`config.mk`:
```
export PLATFORM = sky130hd
export DESIGN_NAME = memory_tapped_shift_register
export DESIGN_NICKNAME = d
export VERILOG_FILES = /design/src/tapshift_pkg.sv /design/src/memory_tapped_shift_register.sv /design/src/tapshift_block.sv
export SDC_FILE = /design/constraint.sdc
export NUM_CORES = 1
export LEC_CHECK = 0
export CAP_MARGIN = 20
export CELL_PAD_IN_SITES_DETAIL_PLACEMENT = 0
export CELL_PAD_IN_SITES_GLOBAL_PLACEMENT = 1
export CORE_MARGIN = 2
export CORE_UTILIZATION = 50
export CTS_CLUSTER_DIAMETER = 200
export DETAILED_ROUTE_END_ITERATION = 16
export DONT_BUFFER_PORTS = 1
export PLACE_DENSITY_LB_ADDON = 0.1
export SLEW_MARGIN = 20
export SYNTH_ARGS = -nofsm -noshare
export SYNTH_HDL_FRONTEND = slang
export SYNTH_SLANG_ARGS = --single-unit
```
`constraint.sdc`:
```
create_clock -name mclk_i -period 2.65 [get_ports mclk_i]
set_input_delay 0.1325 -clock mclk_i [delete_from_list [all_inputs] [get_ports mclk_i]]
set_output_delay 0.1325 -clock mclk_i [all_outputs]
set_load 0.02 [all_outputs]
```
`src/tapshift_pkg.sv`:
```
// Constants and carrier types for the memory tapped shift register
package tapshift_pkg;
  localparam int unsigned BLOCK_BITS = 4608;
  localparam int unsigned BLOCK_WIDTH = 36;
  localparam int unsigned DEF_WIDTH = 8;
  localparam int unsigned DEF_SPACING = 16;
  localparam int unsigned DEF_TAPS = 4;
  localparam logic [15:0] PTR_RESET = 16'h0000;
  localparam int unsigned FILL_LAT = 1;

  typedef struct packed {
    logic valid;
    logic [31:0] word;
  } shift_in_t;
endpackage

```
`src/memory_tapped_shift_register.sv`:
```
// Tapped shift register built from cascaded memory block segments
`timescale 1ns/1ps
`default_nettype none
module memory_tapped_shift_register #(
  parameter int unsigned WIDTH = tapshift_pkg::DEF_WIDTH,
  parameter int unsigned SPACING = tapshift_pkg::DEF_SPACING,
  parameter int unsigned TAPS = tapshift_pkg::DEF_TAPS,
  parameter bit SINGLE_BLOCK = 1'b0
) (
  // Clock and reset
  input wire logic mclk_i,
  input wire logic srst_i,
  // Input word
  input wire logic shift_en_i,
  input wire logic [WIDTH-1:0] din_i,
  // Taps, tap k at bits k*WIDTH-1 downto (k-1)*WIDTH
  output logic [WIDTH*TAPS-1:0] taps_o,
  // Number of memory blocks used
  output logic [15:0] blocks_used_o
);
  localparam int unsigned TOTAL_BITS = WIDTH * SPACING * TAPS;
  localparam int unsigned TAP_BITS = WIDTH * TAPS;
  localparam int unsigned SEG_DEPTH = SPACING - tapshift_pkg::FILL_LAT;
  localparam int unsigned BLK_DEEP = (WIDTH * SPACING + tapshift_pkg::BLOCK_BITS - 1) / tapshift_pkg::BLOCK_BITS;
  localparam int unsigned BLK_WIDE = (TAP_BITS + tapshift_pkg::BLOCK_WIDTH - 1) / tapshift_pkg::BLOCK_WIDTH;
  localparam int unsigned BLK_CAP = (TOTAL_BITS + tapshift_pkg::BLOCK_BITS - 1) / tapshift_pkg::BLOCK_BITS;
  localparam int unsigned BLOCKS = (BLK_CAP > BLK_WIDE) ? BLK_CAP : BLK_WIDE;

  // Configurations beyond one block are refused only in single block mode
  if (WIDTH < 1 || TAPS < 1 || SPACING < 2 || WIDTH > 32) begin : g_bad_cfg
    $error("Unsupported shift register shape");
  end
  if (SINGLE_BLOCK && TOTAL_BITS > tapshift_pkg::BLOCK_BITS) begin : g_bad_bits
    $error("Shift register exceeds one memory block capacity");
  end
  if (SINGLE_BLOCK && TAP_BITS > tapshift_pkg::BLOCK_WIDTH) begin : g_bad_width
    $error("Tap outputs exceed one memory block width");
  end

  tapshift_pkg::shift_in_t in_s;
  logic [WIDTH-1:0] seg_in [TAPS];
  logic [WIDTH-1:0] seg_out [TAPS];

  assign in_s.valid = shift_en_i;
  assign in_s.word = 32'(din_i);

  // Cascade one segment per tap; each adds m accepted words of delay with its output register
  for (genvar k = 0; k < TAPS; k++) begin : g_seg
    if (k == 0) begin : g_first
      assign seg_in[k] = in_s.word[WIDTH-1:0];
    end else begin : g_next
      assign seg_in[k] = seg_out[k-1];
    end
    tapshift_block #(
      .WIDTH(WIDTH),
      .DEPTH(SEG_DEPTH)
    ) u_seg (
      .mclk_i(mclk_i),
      .srst_i(srst_i),
      .shift_en_i(in_s.valid),
      .din_i(seg_in[k]),
      .dout_o(seg_out[k])
    );
  end

  // Segment depth m-1 plus its read register gives m stages per tap
  assign taps_o = {WIDTH*TAPS{1'b0}} | seg_flat(seg_out);
  assign blocks_used_o = 16'(BLOCKS);

  function automatic logic [WIDTH*TAPS-1:0] seg_flat(input logic [WIDTH-1:0] s [TAPS]);
    logic [WIDTH*TAPS-1:0] r;
    r = '0;
    for (int i = 0; i < TAPS; i++) begin
      r[i*WIDTH +: WIDTH] = s[i];
    end
    return r;
  endfunction

  // Reference delay line for checking: history of accepted words
  logic [WIDTH-1:0] hist_reg [SPACING*TAPS+1];
  logic [15:0] acc_cnt_reg;
  logic [TAPS-1:0] tap_ready;
  logic [WIDTH*TAPS-1:0] held_reg;
  logic held_valid_reg;
  always_ff @(posedge mclk_i) begin
    if (srst_i) begin
      acc_cnt_reg <= '0;
    end else if (shift_en_i) begin
      hist_reg[0] <= din_i;
      for (int i = 1; i <= SPACING*TAPS; i++) begin
        hist_reg[i] <= hist_reg[i-1];
      end
      if (acc_cnt_reg != 16'hffff) begin
        acc_cnt_reg <= acc_cnt_reg + 16'h0001;
      end
    end
  end

  // Helper counter saturates, so longer ages cannot be judged
  if (SPACING * TAPS >= 65535) begin : g_bad_hist
    $error("Shift register too long for the tap age checks");
  end

  // Tap k is judged once more than k*m words have gone in
  for (genvar t = 0; t < TAPS; t++) begin : g_ready
    assign tap_ready[t] = acc_cnt_reg > 16'(SPACING * (t + 1));
  end

  // Snapshot of the taps when a stall begins, kept for its whole length
  always_ff @(posedge mclk_i) begin
    if (srst_i) begin
      held_valid_reg <= 1'b0;
      held_reg <= '0;
    end else if (shift_en_i) begin
      held_valid_reg <= 1'b0;
    end else begin
      held_valid_reg <= 1'b1;
      if (!held_valid_reg) begin
        held_reg <= taps_o;
      end
    end
  end

  // Every tap, middle ones included, against the reference history
  for (genvar t = 1; t <= TAPS; t++) begin : g_tap_chk

  end
endmodule
`default_nettype wire

```
`src/tapshift_block.sv`:
```
// One memory block segment: w-bit ring of depth m-1, read rising, write falling
`timescale 1ns/1ps
`default_nettype none
module tapshift_block #(
  parameter int unsigned WIDTH = 8,
  parameter int unsigned DEPTH = 16
) (
  // Clock and control
  input wire logic mclk_i,
  input wire logic srst_i,
  input wire logic shift_en_i,
  // Data
  input wire logic [WIDTH-1:0] din_i,
  output logic [WIDTH-1:0] dout_o
);
  localparam int unsigned AW = (DEPTH > 1) ? $clog2(DEPTH) : 1;

  if (WIDTH < 1 || DEPTH < 1) begin : g_bad_cfg
    $error("Unsupported segment shape");
  end
  logic [WIDTH-1:0] mem_reg [DEPTH];
  logic [AW-1:0] ptr_reg;
  logic [AW-1:0] ptr_next;
  logic [WIDTH-1:0] rd_reg;
  logic [WIDTH-1:0] wdat_reg;
  logic wen_reg;
  logic [AW-1:0] wptr_reg;

  // Pointer wraps modulo depth
  assign ptr_next = (ptr_reg == AW'(DEPTH - 1)) ? '0 : ptr_reg + AW'(1);

  // Rising edge: read oldest word, capture write for the falling edge
  always_ff @(posedge mclk_i) begin
    if (srst_i) begin
      ptr_reg <= tapshift_pkg::PTR_RESET[AW-1:0];
      rd_reg <= '0;
      wen_reg <= 1'b0;
      wdat_reg <= '0;
      wptr_reg <= '0;
    end else begin
      wen_reg <= shift_en_i;
      if (shift_en_i) begin
        rd_reg <= mem_reg[ptr_reg];
        wdat_reg <= din_i;
        wptr_reg <= ptr_reg;
        ptr_reg <= ptr_next;
      end
    end
  end

  // Falling edge: same location written after it was read
  always_ff @(negedge mclk_i) begin
    if (wen_reg) begin
      mem_reg[wptr_reg] <= wdat_reg;
    end
  end

  assign dout_o = rd_reg;
endmodule
`default_nettype wire

```
Word level (Yosys, flattened, before mapping). Memories as Yosys holds them, arrays and structs flattened. A register that Yosys moved wholly into a read port is not among the register bits. Cells that the tools add are included.

$add $sub $neg: 4. $mul: 0. Div/mod/pow operators: 0. Magnitude comparators: 0. Eq/ne operators: 4. Shifts and indexed selects: 0. Muxes and demuxes: 6. Bitwise logic cells: 0. Reductions and logical operators: 0.

Operator list (number): $add 4x1->4 const B (4); $eq 4x4->1 const B (4); $mux 4 (4); $mux 1 (2).

Flip-flop bits (word level): 65. Latch bits: 0. RAM bits: 480. Memory bits (read-only): 0. Input bits: 11. Output and inout port bits: 48. Logic and storage cells: 31. Memories: 4.

Memories: g_seg[0].u_seg.mem_reg (depth 15, width 8, read ports 1, clocked after Yosys merged registers in 1, write ports 1, line tapshift_block.sv:21) `logic [WIDTH-1:0] mem_reg [DEPTH];`; g_seg[1].u_seg.mem_reg (depth 15, width 8, read ports 1, clocked after Yosys merged registers in 1, write ports 1, line tapshift_block.sv:21); g_seg[2].u_seg.mem_reg (depth 15, width 8, read ports 1, clocked after Yosys merged registers in 1, write ports 1, line tapshift_block.sv:21); g_seg[3].u_seg.mem_reg (depth 15, width 8, read ports 1, clocked after Yosys merged registers in 1, write ports 1, line tapshift_block.sv:21).

Longest topological paths before layout.
Depth in word-level cells: 2. Gate-level depth with buffers: 8. Gate-level depth less buffers: 4.

Modules after synthesis. From an unflattened synthesis, not the netlist that was laid out.

Cells, all modules: 1476. Area, all modules: 22840.7 um^2.

By module, submodules not included: tapshift_block at g_seg[1].u_seg ... (times used 3, cells each 372, area an instance 5681.7 um^2, sequential area each 4103.9 um^2); tapshift_block at g_seg[0].u_seg (times used 1, cells each 342, area an instance 5667.9 um^2, sequential area each 4103.9 um^2); memory_tapped_shift_register (times used 1, cells each 18, area an instance 127.6 um^2, sequential area each 0.0 um^2).

==> implementation parameters <==
Parameter                              Value

Run status
  Status    complete, but fails checks
  Violated checks    setup timing

Worst setup path
  Endpoint type of the worst setup path    flip-flop
  WS Path Type    reg2reg
  Largest driver fanout on the critical path    1
  Cell breakdown of the critical path    mux4_2 > mux2_4 > a22oi_2 > nand2_1
  Highest cell delay on the worst timing path    about 0.52 ns
  Worst Setup Start Kind    flip-flop
  Arrival time at the worst endpoint    3.33 ns
  Library cell contributing the largest single delay on the critical path    mux4_2
  Critical path data required time    3.16 ns

Power and ir drop
  Part of the total power dissipated in the clock network    0.514
  Static leakage    11.93 nW
  Switching pwr    6.048 mW
  Power per standard cell area    762.3 nW/um2
  Switching fraction of total power    0.2645
  Logic gate share of total power    0.040
  Total Power Consumption    22.87 mW
  IR Drop Worst-Case VDD    0.0004927 V
  Cell internal power dissipation    between 15 and 20 mW
  Share of total power in sequential cells    0.446

Routing
  DR WL/cell    19.30 um
  Drt pass-1 iters    5
  Starting DRT DRC Count    882
  Detail Route Antenna Nets    0
  Post-DR vias/cell    around 5.2
  DRC Markers    0
  Aggregate routed wire length    50.93 mm
  Via count of the routed design    13750

Job
  Max-cap violations    0

Yosys
  Top area cells in the synthesized netlist    edfxtp_1 (65%), dfxtp_1 (8.7%), mux4_2 (8.0%)
  Share of async-settable or async-resettable flops after synthesis    0
  Compound-Gate Fraction of Synth Area    0.04670
  Area share of the largest cell type after synthesis    0.6467
  Top post-synthesis cells by count    edfxtp_1 (480), nor2_1 (116), mux2i_1 (106)
  Number of warnings reported in the yosys synthesis log    0
  Most common cell in the netlist    edfxtp_1
  Distinct cell type count of the synthesized netlist    46
  Post-synthesis cell type with the largest combined area    edfxtp_1
  Primary flip-flop cell chosen by synthesis mapping    edfxtp_1
  Mux cell area share after synthesis    0.1374
  Count of state elements after synthesis    between 500 and 600
  Count of flip-flops with a built-in enable after synthesis    480
  Post-Synth XOR/XNOR Area    0
  Netlist area before placement    around 22000 um2
  Average instance area after synthesis    ~17 um2
  Adder and majority cell fraction of the synthesized area    0
  Sequential cell area fraction in the yosys report    0.7338
  Synthesized-area fraction occupied by and/or/nand/nor cells    0.05675
  Main combinational cell family by area after synthesis    multiplexers
  Count of mapped cells out of synthesis    1310

Placed design
  Post-place instance area    24650 um2
  Final weighted congestion in routability-driven placement    a little under 0.8
  I/O Buffers    0
  DP HPWL    29.89 mm
  Placement Setup Slack    -0.1554 ns

CTS
  Root buffer cell    clkbuf_16
  Number of buffers created by CTS    60
  Clock tree from TritonCTS    done
  Clock-pin transition on the worst setup and hold timing paths    0.07 ns
  H-Tree Depth    2
  Insertion delay of the later-clocked pin in the worst-skew pair    about 0.66 ns
  Number of clock sinks    577
  Longest Clk Path Bufs    3

Finish
  Synth-to-Final Area Change    34.60%
  Post-layout instance area    30000 um2
  Count of antenna diodes in the layout    0
  Max FFs per register    480
  Layout cells sized above 1    0.2335
  Final net count    2006

STA
  Worst setup skew after layout    ~0.053 ns
  Slew Limit Fails    0
  RSZ-0062 raised after global routing    true
  Rel. slew slack    0.4126
  Worst-margin pin slew    0.8778 ns
  Post-layout worst setup margin    -0.1704 ns
  Final hold violation count    0
  Final setup viols    194

Floorplan
  Initial Utilization    0.5051
  Site Rows    77
  Die Outline Area    46280 um2
  Top-level I/O count    59
  Chip width    215.1 um
  Floorplan die height    215.1 um
  Floorplan Core Area    44120 um2

GRT
  Maximum number of pins on one net before global-route repair    70
  Wire length of the first global-routing pass    80.13 mm
  Overall Global Routing Usage    0.2258
  Total congestion overflow after global routing    0
  Via count of the first global-routing pass    14640
  Antenna violations before repair    0

Worst hold path
  Worst hold-check path type    in2reg
## worst max-delay path: cells and delay by family (launching register included)
kind	cells	cell delay [ns]
DFF	1	0.37
AOI/OAI and AO/OA	1	0.11
and+or+nand+nor	1	0.06
muxes	2	0.81
## power by group through the flow
| stage | sequential, mW | combinational [mW] | clock (mW) |
|---|---|---|---|
| after floorplan | 10.2 | 0.652 | 1.07 |
| after global placement | 10.3 | 0.769 | 1.07 |
| after detailed placement | 10.3 | 0.779 | 1.07 |
| after CTS | 10.2 | 0.894 | 12.0 |
| after global routing | 10.2 | 0.991 | 12.9 |
| final | 10.2 | 0.916 | 11.8 |
## metal layers
layer  GRT usage  wire, um  up-vias
li1            -         -     6479
met1      0.3003     22230     6911
met2      0.3694     25230      291
met3     0.04940      2501       65
met4     0.08092       969        0
met5           0         0        -
## through the flow
stage / hold WS [ns] / setup TNS (ns) / utilization / instances
6_report: 0.09982 / -9.900 / 0.6799 / 2639
5_1_grt: 0.06790 / -23.63 / 0.6799 / 2639
4_1_cts: 0.03366 / -12.39 / 0.6749 / 2635
3_5_place_dp: 0.2364 / -32.23 / 0.5587 / 1964
3_3_place_gp: 0.2203 / -26.68 / 0.5587 / 1964
2_1_floorplan: 0.2797 / -28.19 / - / 1324
## final timing paths
check	cells after the start	endpoint	slack, ns	start
setup / recovery	4	g_seg[2].u_seg.dout_o[4]	-0.17	g_seg[2].u_seg.mem_reg[6][4]
hold reg to reg	2	g_seg[3].u_seg.dout_o[6]	0.59	g_seg[3].u_seg.dout_o[6]
setup reg to reg	4	g_seg[2].u_seg.dout_o[4]	-0.17	g_seg[2].u_seg.mem_reg[6][4]
hold / removal	2	g_seg[2].u_seg.wen_reg	0.1	shift_en_i
## kinds of logic after synthesis
group	after synthesis
buf+inv	103
other cells	2
mux	198
simple gates	275
compound gates	155
flops	577
## cell usage in the layout (no fill, tap or decap), types with 11 or more instances in the layout
| cell | netlist | final |
|---|---|---|
| edfxtp_1 | 480 | 480 |
| nand3b_1 | 11 | 11 |
| dfxtp_2 | 0 | 14 |
| buf_6 | 5 | 31 |
| mux4_2 | 79 | 83 |
| a22oi_2 | 1 | 24 |
| o21ai_0 | 33 | 33 |
| mux2i_1 | 106 | 105 |
| a22oi_1 | 38 | 15 |
| buf_12 | 1 | 52 |
| dlygate4sd3_1 | 0 | 71 |
| dfxtp_1 | 97 | 80 |
| nand2_1 | 69 | 66 |
| a211oi_1 | 15 | 11 |
| nor2b_1 | 11 | 11 |
| nor2_4 | 0 | 35 |
| inv_1 | 5 | 488 |
| conb_1 | 2 | 16 |
| clkbuf_16 | 0 | 69 |
| buf_4 | 23 | 73 |
| nor3_4 | 0 | 15 |
| a21oi_1 | 28 | 28 |
| nor2_1 | 116 | 76 |
## layout make-up
class	instances	area [um2]
Clock buffer	79	1794
Inverter	4	15.01
Multi-Input combinational cell	644	6228
Timing Repair Buffer	228	2664
Tap cell	592	740.7
Clock inverter	515	2175
Fill cell	3230	14120
Sequential cell	577	16380
## repair_timing
item	CTS	global route
pin swaps	34	17
setup endpoints to repair	468	417
hold buffers	73	0
setup buffers	5	4
endpoints found under the hold margin	93	0
gates resized for setup	78	47
Power figures use the tool's default switching activity.
